### config.mk
export PLATFORM = sky130hd
export DESIGN_NAME = pfs_port_select
export DESIGN_NICKNAME = d
export VERILOG_FILES = /design/src/pfs_pkg.sv /design/src/pfs_sel_if.sv /design/src/pfs_func_decode.sv /design/src/pfs_port_select.sv
export SDC_FILE = /design/constraint.sdc
export NUM_CORES = 1
export LEC_CHECK = 0
export ABC_AREA = 1
export BUFFER_PORTS_ARGS = -buffer_cell sky130_fd_sc_hd__buf_2
export CORE_ASPECT_RATIO = 0.9
export CORE_MARGIN = 3
export CORE_UTILIZATION = 49
export DETAILED_ROUTE_END_ITERATION = 6
export GPL_TIMING_DRIVEN = 0
export PLACE_DENSITY = 0.76
export SKIP_LAST_GASP = 1
export SLEW_MARGIN = 10
export SYNTH_ARGS = -nofsm -noshare
export SYNTH_HDL_FRONTEND = slang
export SYNTH_SLANG_ARGS = --single-unit
### constraint.sdc
create_clock -name ref_clk -period 1.5 [get_ports ref_clk]
set_input_delay 0.3 -clock ref_clk [delete_from_list [all_inputs] [get_ports ref_clk]]
set_output_delay 0.3 -clock ref_clk [all_outputs]
set_load 0.02 [all_outputs]
### src/pfs_pkg.sv
// constants and types for the port A/B pin function select block
// assumes a 16-bit register port and a 100 MHz ref_clk with synchronous reset

package pfs_pkg;

	// ----------------------------------------------------------------
	// register map (byte addresses, 16-bit registers)
	// ----------------------------------------------------------------
	localparam logic [31:0] PFS_ADDR_PA_DATA  = 32'hFFFF_8382;
	localparam logic [31:0] PFS_ADDR_PA_DIR   = 32'hFFFF_8386;
	localparam logic [31:0] PFS_ADDR_SEL1     = 32'hFFFF_838C;
	localparam logic [31:0] PFS_ADDR_SEL2     = 32'hFFFF_838E;
	localparam logic [31:0] PFS_ADDR_PB_DATA  = 32'hFFFF_8390;
	localparam logic [31:0] PFS_ADDR_PB_DIR   = 32'hFFFF_8394;

	// writable bits; everything else reads as zero
	localparam logic [15:0] PFS_SEL1_MASK       = 16'h555F;
	localparam logic [15:0] PFS_SEL1_MASK_SMALL = 16'h400F;
	localparam logic [15:0] PFS_SEL2_MASK       = 16'hFD75;
	localparam logic [15:0] PFS_PB_MASK         = 16'h03FF;
	localparam logic [15:0] PFS_RESET_WORD      = 16'h0000;

	// ----------------------------------------------------------------
	// field positions
	// ----------------------------------------------------------------
	localparam int PFS_S1_PIN15 = 14;
	localparam int PFS_S1_PIN14 = 12;
	localparam int PFS_S1_PIN13 = 10;
	localparam int PFS_S1_PIN12 = 8;
	localparam int PFS_S1_PIN11 = 6;
	localparam int PFS_S1_PIN10 = 4;
	localparam int PFS_S1_PIN9  = 2;
	localparam int PFS_S1_PIN8  = 0;
	localparam int PFS_S2_PIN7  = 14;
	localparam int PFS_S2_PIN6  = 12;
	localparam int PFS_S2_PIN5  = 10;
	localparam int PFS_S2_PIN4  = 8;
	localparam int PFS_S2_PIN3  = 6;
	localparam int PFS_S2_PIN2  = 4;
	localparam int PFS_S2_PIN1  = 2;
	localparam int PFS_S2_PIN0  = 0;

	// two-bit field codes
	localparam logic [1:0] PFS_FLD_ALT1 = 2'h1;
	localparam logic [1:0] PFS_FLD_ALT2 = 2'h2;
	localparam logic [1:0] PFS_FLD_ALT3 = 2'h3;

	// mode strap codes
	localparam logic [1:0] PFS_STRAP_SINGLE = 2'h0;
	localparam logic [1:0] PFS_STRAP_ROMINV = 2'h2;

	localparam int PFS_PA_PINS = 16;
	localparam int PFS_PB_PINS = 10;

	typedef enum logic [1:0] {
		PFS_MODE_SINGLE,
		PFS_MODE_EXT,
		PFS_MODE_ROMINV
	} pfs_mode_e;

	typedef enum logic [4:0] {
		PFS_FN_GPIO,
		PFS_FN_CLKOUT,
		PFS_FN_RD,
		PFS_FN_WRH,
		PFS_FN_WRL,
		PFS_FN_CS0,
		PFS_FN_CS1,
		PFS_FN_CS2,
		PFS_FN_CS3,
		PFS_FN_TIMER_EXT_CLK_A,
		PFS_FN_TIMER_EXT_CLK_B,
		PFS_FN_TIMER_EXT_CLK_C,
		PFS_FN_TIMER_EXT_CLK_D,
		PFS_FN_EXT_INT_REQ_0,
		PFS_FN_EXT_INT_REQ_1,
		PFS_FN_EXT_INT_REQ_2,
		PFS_FN_EXT_INT_REQ_3,
		PFS_FN_SERIAL_CLOCK_0,
		PFS_FN_SERIAL_CLOCK_1,
		PFS_FN_DMA_REQUEST_0,
		PFS_FN_DMA_REQUEST_1,
		PFS_FN_TX0,
		PFS_FN_TX1,
		PFS_FN_RX0,
		PFS_FN_RX1
	} pfs_func_e;

endpackage : pfs_pkg

### src/pfs_sel_if.sv
// selection registers and decoded per-pin functions between top and decoder
// assumes both ends on ref_clk; purely combinational carrier

`timescale 1ns/1ps

interface pfs_sel_if;
	import pfs_pkg::*;
	logic      [15:0] sel1;
	logic      [15:0] sel2;
	pfs_mode_e        mode;
	pfs_func_e [15:0] func;

	modport decoder (input sel1, input sel2, input mode, output func);
	modport owner   (output sel1, output sel2, output mode, input func);
endinterface : pfs_sel_if
### src/pfs_func_decode.sv
// decoder from selection registers and operating mode to port A pin functions
// assumes registers hold only writable bits; reserved codes fall back to I/O

`timescale 1ns/1ps

module pfs_func_decode
	import pfs_pkg::*;
#(
	parameter bit SMALL_VARIANT = 1'b0
) (
	pfs_sel_if.decoder sel
);

	logic single;
	logic romInv;

	// bus strobe pins, full variant only (small variant always I/O): set bit unless single-chip, clear bit only when ROM invalid
	function automatic pfs_func_e strobeFn(input logic bitVal, input logic sc, input logic ri,
			input pfs_func_e fn);
		pfs_func_e r;
		r = PFS_FN_GPIO;
		if (SMALL_VARIANT) begin
			r = PFS_FN_GPIO;
		end else if (bitVal) begin
			r = sc ? PFS_FN_GPIO : fn;
		end else if (ri) begin
			r = fn;
		end
		return r;
	endfunction : strobeFn

	always_comb begin
		single = (sel.mode == PFS_MODE_SINGLE);
		romInv = (sel.mode == PFS_MODE_ROMINV);
		sel.func = '{default: PFS_FN_GPIO};

		sel.func[15] = sel.sel1[PFS_S1_PIN15] ? PFS_FN_CLKOUT : PFS_FN_GPIO;
		sel.func[14] = strobeFn(sel.sel1[PFS_S1_PIN14], single, romInv, PFS_FN_RD);
		sel.func[13] = strobeFn(sel.sel1[PFS_S1_PIN13], single, romInv, PFS_FN_WRH);
		sel.func[12] = strobeFn(sel.sel1[PFS_S1_PIN12], single, romInv, PFS_FN_WRL);
		sel.func[11] = strobeFn(sel.sel1[PFS_S1_PIN11], single, romInv, PFS_FN_CS1);
		sel.func[10] = strobeFn(sel.sel1[PFS_S1_PIN10], single, romInv, PFS_FN_CS0);

		unique case (sel.sel1[PFS_S1_PIN9 +: 2])
			PFS_FLD_ALT1: sel.func[9] = PFS_FN_TIMER_EXT_CLK_D;
			PFS_FLD_ALT2: sel.func[9] = PFS_FN_EXT_INT_REQ_3;
			default:      sel.func[9] = PFS_FN_GPIO;
		endcase
		unique case (sel.sel1[PFS_S1_PIN8 +: 2])
			PFS_FLD_ALT1: sel.func[8] = PFS_FN_TIMER_EXT_CLK_C;
			PFS_FLD_ALT2: sel.func[8] = PFS_FN_EXT_INT_REQ_2;
			default:      sel.func[8] = PFS_FN_GPIO;
		endcase
		unique case (sel.sel2[PFS_S2_PIN7 +: 2])
			PFS_FLD_ALT1: sel.func[7] = PFS_FN_TIMER_EXT_CLK_B;
			PFS_FLD_ALT2: sel.func[7] = single ? PFS_FN_GPIO : PFS_FN_CS3;
			default:      sel.func[7] = PFS_FN_GPIO;
		endcase
		unique case (sel.sel2[PFS_S2_PIN6 +: 2])
			PFS_FLD_ALT1: sel.func[6] = PFS_FN_TIMER_EXT_CLK_A;
			PFS_FLD_ALT2: sel.func[6] = single ? PFS_FN_GPIO : PFS_FN_CS2;
			default:      sel.func[6] = PFS_FN_GPIO;
		endcase
		unique case (sel.sel2[PFS_S2_PIN5 +: 2])
			PFS_FLD_ALT1: sel.func[5] = PFS_FN_SERIAL_CLOCK_1;
			PFS_FLD_ALT2: sel.func[5] = single ? PFS_FN_GPIO : PFS_FN_DMA_REQUEST_1;
			PFS_FLD_ALT3: sel.func[5] = PFS_FN_EXT_INT_REQ_1;
			default:      sel.func[5] = PFS_FN_GPIO;
		endcase
		sel.func[4] = sel.sel2[PFS_S2_PIN4] ? PFS_FN_TX1 : PFS_FN_GPIO;
		sel.func[3] = sel.sel2[PFS_S2_PIN3] ? PFS_FN_RX1 : PFS_FN_GPIO;
		unique case (sel.sel2[PFS_S2_PIN2 +: 2])
			PFS_FLD_ALT1: sel.func[2] = PFS_FN_SERIAL_CLOCK_0;
			PFS_FLD_ALT2: sel.func[2] = single ? PFS_FN_GPIO : PFS_FN_DMA_REQUEST_0;
			PFS_FLD_ALT3: sel.func[2] = PFS_FN_EXT_INT_REQ_0;
			default:      sel.func[2] = PFS_FN_GPIO;
		endcase
		sel.func[1] = sel.sel2[PFS_S2_PIN1] ? PFS_FN_TX0 : PFS_FN_GPIO;
		sel.func[0] = sel.sel2[PFS_S2_PIN0] ? PFS_FN_RX0 : PFS_FN_GPIO;
	end

endmodule : pfs_func_decode

### src/pfs_port_select.sv
// top of the port A/B pin function select block: registers, pin muxing,
// routing of selected pin inputs to peripherals
// assumes pins and mode straps are asynchronous; peripheral signals share ref_clk

`timescale 1ns/1ps

module pfs_port_select
	import pfs_pkg::*;
#(
	parameter bit SMALL_VARIANT = 1'b0
) (
	input  wire logic        ref_clk,
	input  wire logic        rst,
	// register port
	input  wire logic [31:0] busAddr,
	input  wire logic [15:0] busWrData,
	input  wire logic        busWr,
	input  wire logic        busRd,
	output logic      [15:0] busRdData,
	// operating mode strap
	input  wire logic [1:0]  modeStrap,
	// port A pins
	input  wire logic [15:0] portaIn,
	output logic      [15:0] portaOut,
	output logic      [15:0] portaOe,
	// port B pins
	input  wire logic [9:0]  portbIn,
	output logic      [9:0]  portbOut,
	output logic      [9:0]  portbOe,
	// from bus controller and serial channels
	input  wire logic        sysClkOutSrc,
	input  wire logic        readStrobeN,
	input  wire logic        writeStrobeHighN,
	input  wire logic        writeStrobeLowN,
	input  wire logic [3:0]  chipSelN,
	input  wire logic [1:0]  serialTx,
	input  wire logic [1:0]  serialClockOut,
	input  wire logic [1:0]  serialClockDrive,
	// to timer, serial channels, DMA and interrupt controller
	output logic      [3:0]  timerExtClk,
	output logic      [3:0]  extIntReqN,
	output logic      [1:0]  dmaRequestN,
	output logic      [1:0]  serialRx,
	output logic      [1:0]  serialClockIn
);

	// ----------------------------------------------------------------
	// state
	// ----------------------------------------------------------------
	typedef struct packed {
		logic [15:0] sel1;
		logic [15:0] sel2;
		logic [15:0] paDir;
		logic [15:0] paData;
		logic [15:0] pbDir;
		logic [15:0] pbData;
		pfs_mode_e   mode;
		logic [15:0] paMeta;
		logic [15:0] paSync;
		logic [9:0]  pbMeta;
		logic [9:0]  pbSync;
		logic [1:0]  modeMeta;
		logic [1:0]  modeSync;
		logic [15:0] paOut;
		logic [15:0] paOe;
		logic [9:0]  pbOut;
		logic [9:0]  pbOe;
		logic [15:0] rdData;
		logic [3:0]  tclk;
		logic [3:0]  irqN;
		logic [1:0]  dreqN;
		logic [1:0]  rx;
		logic [1:0]  sckIn;
	} pfs_state_s;

	pfs_state_s state_reg;
	pfs_state_s state_next;

	pfs_sel_if  selBus ();

	logic [15:0] pinOut;
	logic [15:0] pinOe;
	logic [15:0] sel1Mask;
	pfs_mode_e   strapMode;

	assign selBus.sel1 = state_reg.sel1;
	assign selBus.sel2 = state_reg.sel2;
	assign selBus.mode = state_reg.mode;

	pfs_func_decode #(
		.SMALL_VARIANT (SMALL_VARIANT)
	) funcDecode (
		.sel (selBus.decoder)
	);

	// ----------------------------------------------------------------
	// per-pin output muxing for port A
	// ----------------------------------------------------------------
	genvar gi;
	generate
		for (gi = 0; gi < PFS_PA_PINS; gi++) begin : gPin
			always_comb begin
				pinOut[gi] = 1'b0;
				pinOe[gi]  = 1'b0;
				unique case (selBus.func[gi])
					PFS_FN_GPIO: begin
						pinOut[gi] = state_reg.paData[gi];
						pinOe[gi]  = state_reg.paDir[gi];
					end
					PFS_FN_CLKOUT: begin
						pinOut[gi] = sysClkOutSrc;
						pinOe[gi]  = 1'b1;
					end
					PFS_FN_RD: begin
						pinOut[gi] = readStrobeN;
						pinOe[gi]  = 1'b1;
					end
					PFS_FN_WRH: begin
						pinOut[gi] = writeStrobeHighN;
						pinOe[gi]  = 1'b1;
					end
					PFS_FN_WRL: begin
						pinOut[gi] = writeStrobeLowN;
						pinOe[gi]  = 1'b1;
					end
					PFS_FN_CS0: begin
						pinOut[gi] = chipSelN[0];
						pinOe[gi]  = 1'b1;
					end
					PFS_FN_CS1: begin
						pinOut[gi] = chipSelN[1];
						pinOe[gi]  = 1'b1;
					end
					PFS_FN_CS2: begin
						pinOut[gi] = chipSelN[2];
						pinOe[gi]  = 1'b1;
					end
					PFS_FN_CS3: begin
						pinOut[gi] = chipSelN[3];
						pinOe[gi]  = 1'b1;
					end
					PFS_FN_TX0: begin
						pinOut[gi] = serialTx[0];
						pinOe[gi]  = 1'b1;
					end
					PFS_FN_TX1: begin
						pinOut[gi] = serialTx[1];
						pinOe[gi]  = 1'b1;
					end
					PFS_FN_SERIAL_CLOCK_0: begin
						// clock direction belongs to the serial channel
						pinOut[gi] = serialClockOut[0];
						pinOe[gi]  = serialClockDrive[0];
					end
					PFS_FN_SERIAL_CLOCK_1: begin
						pinOut[gi] = serialClockOut[1];
						pinOe[gi]  = serialClockDrive[1];
					end
					default: begin
						// input functions leave the pin undriven
						pinOut[gi] = 1'b0;
						pinOe[gi]  = 1'b0;
					end
				endcase
			end
		end
	endgenerate

	// ----------------------------------------------------------------
	// next state
	// ----------------------------------------------------------------
	always_comb begin
		state_next = state_reg;
		sel1Mask   = SMALL_VARIANT ? PFS_SEL1_MASK_SMALL : PFS_SEL1_MASK;

		unique case (state_reg.modeSync)
			PFS_STRAP_SINGLE: strapMode = PFS_MODE_SINGLE;
			PFS_STRAP_ROMINV: strapMode = PFS_MODE_ROMINV;
			default:          strapMode = PFS_MODE_EXT;
		endcase

		// synchronisers: first stage feeds only the second
		state_next.paMeta   = portaIn;
		state_next.paSync   = state_reg.paMeta;
		state_next.pbMeta   = portbIn;
		state_next.pbSync   = state_reg.pbMeta;
		state_next.modeMeta = modeStrap;
		state_next.modeSync = state_reg.modeMeta;

		// register writes
		if (busWr) begin
			unique case (busAddr)
				PFS_ADDR_SEL1:    state_next.sel1   = busWrData & sel1Mask;
				PFS_ADDR_SEL2:    state_next.sel2   = busWrData & PFS_SEL2_MASK;
				PFS_ADDR_PA_DIR:  state_next.paDir  = busWrData;
				PFS_ADDR_PA_DATA: state_next.paData = busWrData;
				PFS_ADDR_PB_DIR:  state_next.pbDir  = busWrData & PFS_PB_MASK;
				PFS_ADDR_PB_DATA: state_next.pbData = busWrData & PFS_PB_MASK;
				default: ;
			endcase
		end

		// register reads, answered one cycle later; data registers show
		// the pin level for inputs and the latch for outputs
		state_next.rdData = PFS_RESET_WORD;
		if (busRd) begin
			unique case (busAddr)
				PFS_ADDR_SEL1:    state_next.rdData = state_reg.sel1;
				PFS_ADDR_SEL2:    state_next.rdData = state_reg.sel2;
				PFS_ADDR_PA_DIR:  state_next.rdData = state_reg.paDir;
				PFS_ADDR_PA_DATA: state_next.rdData = (state_reg.paDir & state_reg.paData)
					| (~state_reg.paDir & state_reg.paSync);
				PFS_ADDR_PB_DIR:  state_next.rdData = state_reg.pbDir;
				PFS_ADDR_PB_DATA: state_next.rdData = (state_reg.pbDir & state_reg.pbData)
					| (~state_reg.pbDir & {6'h00, state_reg.pbSync});
				default:          state_next.rdData = PFS_RESET_WORD;
			endcase
		end

		// pin drivers, registered so every output leaves a flop
		state_next.paOut = pinOut;
		state_next.paOe  = pinOe;
		state_next.pbOut = state_reg.pbData[PFS_PB_PINS-1:0];
		state_next.pbOe  = state_reg.pbDir[PFS_PB_PINS-1:0];

		// selected pin inputs to peripherals; deselected ones sit idle
		state_next.tclk[0]  = (selBus.func[6] == PFS_FN_TIMER_EXT_CLK_A) & state_reg.paSync[6];
		state_next.tclk[1]  = (selBus.func[7] == PFS_FN_TIMER_EXT_CLK_B) & state_reg.paSync[7];
		state_next.tclk[2]  = (selBus.func[8] == PFS_FN_TIMER_EXT_CLK_C) & state_reg.paSync[8];
		state_next.tclk[3]  = (selBus.func[9] == PFS_FN_TIMER_EXT_CLK_D) & state_reg.paSync[9];
		state_next.irqN[0]  = (selBus.func[2] == PFS_FN_EXT_INT_REQ_0) ? state_reg.paSync[2] : 1'b1;
		state_next.irqN[1]  = (selBus.func[5] == PFS_FN_EXT_INT_REQ_1) ? state_reg.paSync[5] : 1'b1;
		state_next.irqN[2]  = (selBus.func[8] == PFS_FN_EXT_INT_REQ_2) ? state_reg.paSync[8] : 1'b1;
		state_next.irqN[3]  = (selBus.func[9] == PFS_FN_EXT_INT_REQ_3) ? state_reg.paSync[9] : 1'b1;
		state_next.dreqN[0] = (selBus.func[2] == PFS_FN_DMA_REQUEST_0) ? state_reg.paSync[2] : 1'b1;
		state_next.dreqN[1] = (selBus.func[5] == PFS_FN_DMA_REQUEST_1) ? state_reg.paSync[5] : 1'b1;
		state_next.rx[0]    = (selBus.func[0] == PFS_FN_RX0) ? state_reg.paSync[0] : 1'b1;
		state_next.rx[1]    = (selBus.func[3] == PFS_FN_RX1) ? state_reg.paSync[3] : 1'b1;
		state_next.sckIn[0] = (selBus.func[2] == PFS_FN_SERIAL_CLOCK_0) & state_reg.paSync[2];
		state_next.sckIn[1] = (selBus.func[5] == PFS_FN_SERIAL_CLOCK_1) & state_reg.paSync[5];

		// reset: mode is caught from the synchronised strap while reset is held,
		// so reset must outlast the synchroniser
		if (rst) begin
			state_next.mode   = strapMode;
			state_next.sel1   = PFS_RESET_WORD;
			state_next.sel1[PFS_S1_PIN15] = (strapMode != PFS_MODE_SINGLE);
			state_next.sel2   = PFS_RESET_WORD;
			state_next.paDir  = PFS_RESET_WORD;
			state_next.paData = PFS_RESET_WORD;
			state_next.pbDir  = PFS_RESET_WORD;
			state_next.pbData = PFS_RESET_WORD;
			state_next.rdData = PFS_RESET_WORD;
			state_next.paOut  = '0;
			state_next.paOe   = '0;
			state_next.pbOut  = '0;
			state_next.pbOe   = '0;
			state_next.tclk   = '0;
			state_next.irqN   = '1;
			state_next.dreqN  = '1;
			state_next.rx     = '1;
			state_next.sckIn  = '0;
		end
	end

	always_ff @(posedge ref_clk) begin
		state_reg <= state_next;
	end

	// ----------------------------------------------------------------
	// outputs
	// ----------------------------------------------------------------
	assign busRdData     = state_reg.rdData;
	assign portaOut      = state_reg.paOut;
	assign portaOe       = state_reg.paOe;
	assign portbOut      = state_reg.pbOut;
	assign portbOe       = state_reg.pbOe;
	assign timerExtClk   = state_reg.tclk;
	assign extIntReqN    = state_reg.irqN;
	assign dmaRequestN   = state_reg.dreqN;
	assign serialRx      = state_reg.rx;
	assign serialClockIn = state_reg.sckIn;

endmodule : pfs_port_select

==> flow_metrics.tcl, run 1 <==
set metrics [dict create \
    period_needed_ps 1460 \
    fillers 1358 \
    vias_per_cell 4.99 \
    rsz0062_at_grt "yes" \
    synthArstFlopShare_pct 0 \
    synth_area_sq_um 8250 \
    finalHoldViolCount 0 \
    syn_inst 1004 \
    path_clk_slew_ps 60 \
    drc 0 \
    syn_avg_cell_area_sq_um 8.22 \
    cts_tree "built" \
    largest_reg_flops 80 \
    drtPass1Iterations 5 \
    r2r_end "portaOe[7]" \
    r2r_cells 8 \
    postRouteAntennaNets 0 \
    skew_ps 15.5 \
    syn_nets 1111 \
    wl_per_cell_um 15.6 \
    layout_commonest_cell "dfxtp_1" \
    period_share_pct 97.0 \
    area_delta_synth_final_pct 28.5 \
    crit_chain "inv_1 > ha_1 > a21oi_2 > inv_1 > ha_1 > o21ai_0 > nand3_1 > inv_1" \
    critical_path_arrival_ps 1860 \
    setup_tns_ps 0 \
    p_leak_nw 5.17 \
    hold_end "selBus.mode[1]" \
    yosysUniqueCellTypes 27 \
    ff2ff_setup_slack_ps 40 \
    cap_violations 0 \
    r2r-start "selBus.sel2[14]" \
    synth_top_area_share_pct 51.2 \
    ir_drop_mv 0.812 \
    ys.flop_type "dfxtp_1" \
    chipHeight_um 129 \
    hpwl_mm 16.5 \
    status "completed" \
    drtIter0Drc 669 \
    via_count 7338 \
    clk_latency_ps 500 \
    synth_seq_area_share_pct 52.3 \
    hold_path.class "in -> reg" \
    final_cell_mix "dfxtp_1, buf_2, nand2_1" \
    slowest_delay_ps 360 \
    slew_violations 0 \
    die_area_sq_um 18400 \
    cp_max_fo 4 \
    grtUsageTotal_pct 24.1 \
    drive_gt1_share_pct 29.1 \
    cts_num_sinks 214 \
    crit_top_cell "inv_1" \
    fp.coreArea_sq_um 16300 \
    clockBufferDepth 3 \
    final_core_util_pct 65.1 \
    io_pins 176 \
    cts-root-buf "clkbuf_16" \
    synth_top_cell_by_area "dfxtp_1" \
    max_freq_mhz 687 \
    end_kind "register" \
    cp.required_ps 1900 \
    worst_pin_slew_ps 675 \
    synth-seq-cells 214 \
    synth_top_cells_by_area "dfxtp_1, buf_4, o21ai_0, nand2_1, a21oi_1" \
    htreeDepth 1 \
    yosysWarnings 0 \
    worst_setup_path_start_kind "register" \
    grt_pass1_wl_mm 34.9 \
    cp_slowest_cell "dfxtp_4" \
    num-nets-final 1355 \
    hp-start "rst" \
    place_congestion 0.903 \
    hold_depth 1 \
    max_slew_margin_pct 55.0 \
    grt-ovfl-total 0 \
    antennaDiodeCount 0 \
    cts_buffers 22 \
    critical_path_class "reg -> reg" \
    initial_utilization_pct 50.6 \
    die_w_um 143 \
    setup_viol 0 \
    synth_edf_count 3 \
    rows 44 \
    dp_slack_ps -773 \
    grt_max_degree 16 \
    port_buffers 175 \
    wl_mm 22.9 \
    cellPowerDensity_nw_per_um2 1110 \
    grt_pass1_vias 6874 \
    timing.final.ws_setup_ps 44.9 \
    antenna_found_initial 0 \
]
metal layers:
metal  track usage, %  part of all wire (%)  vias up
li1                 -                     -     3615
met1             32.4                    42     3329
met2             40.2                    47      350
met3             3.95                   9.0       44
met4             6.93                   2.7        0
met5                0                     0        -
timing repair:
item | 4_1_cts | 5_1_grt
buffers inserted | 0 | 16
pin swaps | 1 | 11
setup endpoints to repair | 54 | 92
hold endpoints to repair | 28 | 0
hold buffers | 28 | 0
resized for setup | 13 | 21
cloned | 0 | 1
synthesized netlist by cell type (13+ instances only):
cell type,number
buf_2,13
nor2_1,93
buf_4,88
o21ai_0,110
inv_1,119
a21oi_1,91
nand3_1,59
ha_1,13
dfxtp_1,211
nand2_1,138
clkbuf_1,15
layout make-up:
type | count | area (sq um) | share of cell area, %
clock inverter | 14 | 138 | 1.30
sequential | 214 | 4320 | 40.7
timing repair buffer | 220 | 1290 | 12.1
multi-input combinational | 553 | 2750 | 26.0
buffer | 117 | 805 | 7.59
clock buffer | 26 | 587 | 5.54
tap | 207 | 259 | 2.44
inverter | 120 | 455 | 4.30
critical path: cells and delay by family (launching register included):
family,cells,cell delay [ps]
DFF,1,360
buffers and inverters,3,160
and+or+nand+nor,1,70
AOI/OAI and AO/OA,2,220
adders and majority gates,2,550
worst max path at each step:
stage / startpoint / end / cells past startpoint
4_1_cts: busAddr[6] / selBus.sel2[10] / 11
6_report: selBus.sel2[14] / portaOe[7] / 8
3_3_place_gp: rst / selBus.sel1[14] / 6
5_1_grt: selBus.mode[0] / portaOe[10] / 7
3_5_place_dp: rst / selBus.sel1[14] / 6
2_1_floorplan: busAddr[10] / state_reg[156] / 10
logic make-up (layout without fill, tap and decap cells):
family          Yosys count  after routing  synth area share, %
flops                   214            214                 52.3
simple gates            330            330                 17.8
mux                       3              3                0.409
fa+ha+maj                13             13                 1.97
compound gates          207            207                 12.6
buf+inv                 237            497                 15.0
power breakdown:
group	switching (mW)	total, mW	internal [mW]
clock network	2.26	5.42	3.16
registers	0.0358	5.83	5.80
logic	0.297	0.530	0.233
total	2.59	11.8	9.19
metrics by stage:
| stage | instances | total power, mW | instance area (sq um) | hold slack [ps] |
|---|---|---|---|---|
| after global routing | 1471 | 12.1 | 10600 | 21.5 |
| after detailed placement | 1386 | 6.41 | 9390 | 312 |
| after CTS | 1454 | 11.8 | 10400 | 13.4 |
| after floorplan | 1004 | 6.16 | 8250 | 310 |
| after global placement | 1386 | 6.40 | 9390 | 312 |
| final | 1471 | 11.8 | 10600 | 30.2 |
No activity file was read; power rests on OpenSTA's default activity.
==> inputs of run 2 (changes only) <==
Settings changed: CORE_UTILIZATION 49 to 50, CTS_CLUSTER_DIAMETER set to 80, PLACE_DENSITY 0.76 to 0.74.
Clock period 1.5 ns to 1.85 ns, I/O delays scaled along.
==> run 2 against run 1 <==
  * Clock skew rose by 6.6 ps
  * Largest power group unchanged
  * Worst setup slack gained 51 ps
  * Sequential power is 19% lower
  * Design area shrank 2.4%
  * Utilization grew 0.58 points
  * Non-clock buffer count fell by 17
  * Combinational power decreased by 21%
  * Largest cell class unchanged
  * Total power fell by 21%
  * Final cell count is 1.8% lower
  * First-iteration DRC count down 13%
  * Global-route usage hardly changed
  * Flip-flop and latch count unchanged
==> flow_metrics.tcl, run 2 (synthesis results as in run 1) <==
set metrics [dict create \
    drtIter0Drc 581 \
    grt_pass1_vias 6735 \
    area_delta_synth_final_pct 25.4 \
    hp-start "rst" \
    hold_ws_ps 115 \
    worst_setup_path_start_kind "register" \
    cts_setup_buffers 0 \
    power_mw 9.36 \
    r2r-start "selBus.mode[1]" \
    port_buffers 175 \
    period_share_pct 94.8 \
    critical_path_class "reg -> reg" \
    ir_drop_mv 0.930 \
    slew_violations 0 \
    cts_num_sinks 214 \
    rows 43 \
    p_sw_mw 1.98 \
    grtUsageTotal_pct 24.0 \
    antennaDiodeCount 0 \
    cp_max_fo 9 \
    antenna_found_initial 0 \
    die_w_um 141 \
    clk_latency_ps 500 \
    grt-ovfl-total 0 \
    seqCellArea_sq_um 4310 \
    hold_path.class "in -> reg" \
    setup_viol 0 \
    cp.required_ps 2290 \
    via_count 7257 \
    period_needed_ps 1750 \
    fillers 1342 \
    critical_path_arrival_ps 2190 \
    grt_max_degree 15 \
    wl_per_cell_um 15.6 \
    drc 0 \
    rsz0062_at_grt "no" \
    vias_per_cell 5.02 \
    clockBufferDepth 3 \
    worst_pin_slew_ps 675 \
    path_clk_slew_ps 60 \
    chipHeight_um 128 \
    postRouteAntennaNets 0 \
    grt_pass1_wl_mm 34.5 \
    largest_reg_flops 80 \
    finalHoldViolCount 0 \
    cts_tree "built" \
    ff2ff_setup_slack_ps 100 \
    max_freq_mhz 570 \
    pwr-share-seq_pct 50.5 \
    end_kind "register" \
    cts_buffers 21 \
    multi_input_area_sq_um 2710 \
    hpwl_mm 16.5 \
    io_pins 176 \
    pwr-share-comb_pct 4.5 \
    die_area_sq_um 18100 \
    cellPowerDensity_nw_per_um2 904 \
    num-nets-final 1337 \
    cts-root-buf "clkbuf_16" \
    skew_ps 22.1 \
    cap_violations 0 \
    status "completed" \
    drtPass1Iterations 6 \
    max_slew_margin_pct 55.0 \
    htreeDepth 1 \
    final_cell_mix "dfxtp_1, buf_2, nand2_1" \
    layout_commonest_cell "dfxtp_1" \
    drive_gt1_share_pct 26.9 \
    fp.coreArea_sq_um 15800 \
    crit_start "selBus.mode[1]" \
    initial_utilization_pct 52.4 \
    wl_mm 22.6 \
    swShare_pct 21.2 \
    p_leak_nw 5.03 \
    clockPowerShare_pct 45.0 \
    p_int_mw 7.38 \
    place_congestion 0.917 \
]
-- run 2: cell count changes in the layout (fill, tap and decap cells not counted), sizes merged --
cell,before,now
inv,119,121
buf,292,276
clkdlybuf4s15,1,0
clkinvlp,5,1
clkinv,8,2
clkbuf,42,46
-- run 2: worst paths after layout --
kind / to / depth (start not counted)
max: portaOe[7] / 10
min: selBus.mode[1] / 1
max reg2reg: portaOe[7] / 10
min reg2reg: state_reg[108] / 0
-- run 2: per-stage QoR --
step | instances | TNS, ps | setup WS, ps | util [%] | instance area [sq um]
2_1_floorplan | 1004 | 0 | 302 | - | 8250
3_3_place_gp | 1381 | -26150 | -511 | 59.5 | 9380
6_report | 1445 | 0 | 95.5 | 65.6 | 10300
4_1_cts | 1445 | -1.48 | -1.48 | 65.6 | 10300
5_1_grt | 1445 | 0 | 10.6 | 65.6 | 10300
3_5_place_dp | 1381 | -31340 | -573 | 59.5 | 9380
-- run 2: layout make-up --
cell class / count / area share [%]
flip-flops and latches: 214 / 41.7
multi-input cells: 553 / 26.1
repair buffers: 203 / 11.2
plain buffers: 117 / 7.67
clock buffers: 30 / 5.70
inverters: 120 / 4.35
well taps: 202 / 2.44
clock inverters: 6 / 0.834
-- run 2: worst max-delay path, stage by stage, from the launching register on --
cell and delay (ps):
edfxtp_1 370, nor2_1 280, inv_1 280, nand2_1 120, a21oi_1 80, inv_1 80, ha_1 140, inv_1 50
o21ai_0 150, nand3_1 90, inv_1 70
-- run 2: metal layers --
metal	vias to the layer above	track usage [%]	routed length (um)
met5	-	0	0
met4	0	8.07	694
met3	58	3.84	2080
met2	352	39.3	10300
met1	3279	32.7	9490
li1	3568	-	-
-- run 2: power groups by stage --
stage | Clock, mW | Combinational, mW | Sequential (mW)
floorplan | 0 | 0.173 | 4.82
global placement | 0 | 0.362 | 4.83
detailed placement | 0 | 0.366 | 4.83
CTS | 4.27 | 0.413 | 4.73
global route | 4.43 | 0.460 | 4.73
finish | 4.21 | 0.420 | 4.73
-- run 2: timing repair --
| item | CTS | global route |
|---|---|---|
| cloned | 0 | 0 |
| endpoints found under the setup margin | 5 | 21 |
| hold buffers | 28 | 0 |
| gates resized for setup | 2 | 6 |
| hold endpoints to repair | 28 | 0 |
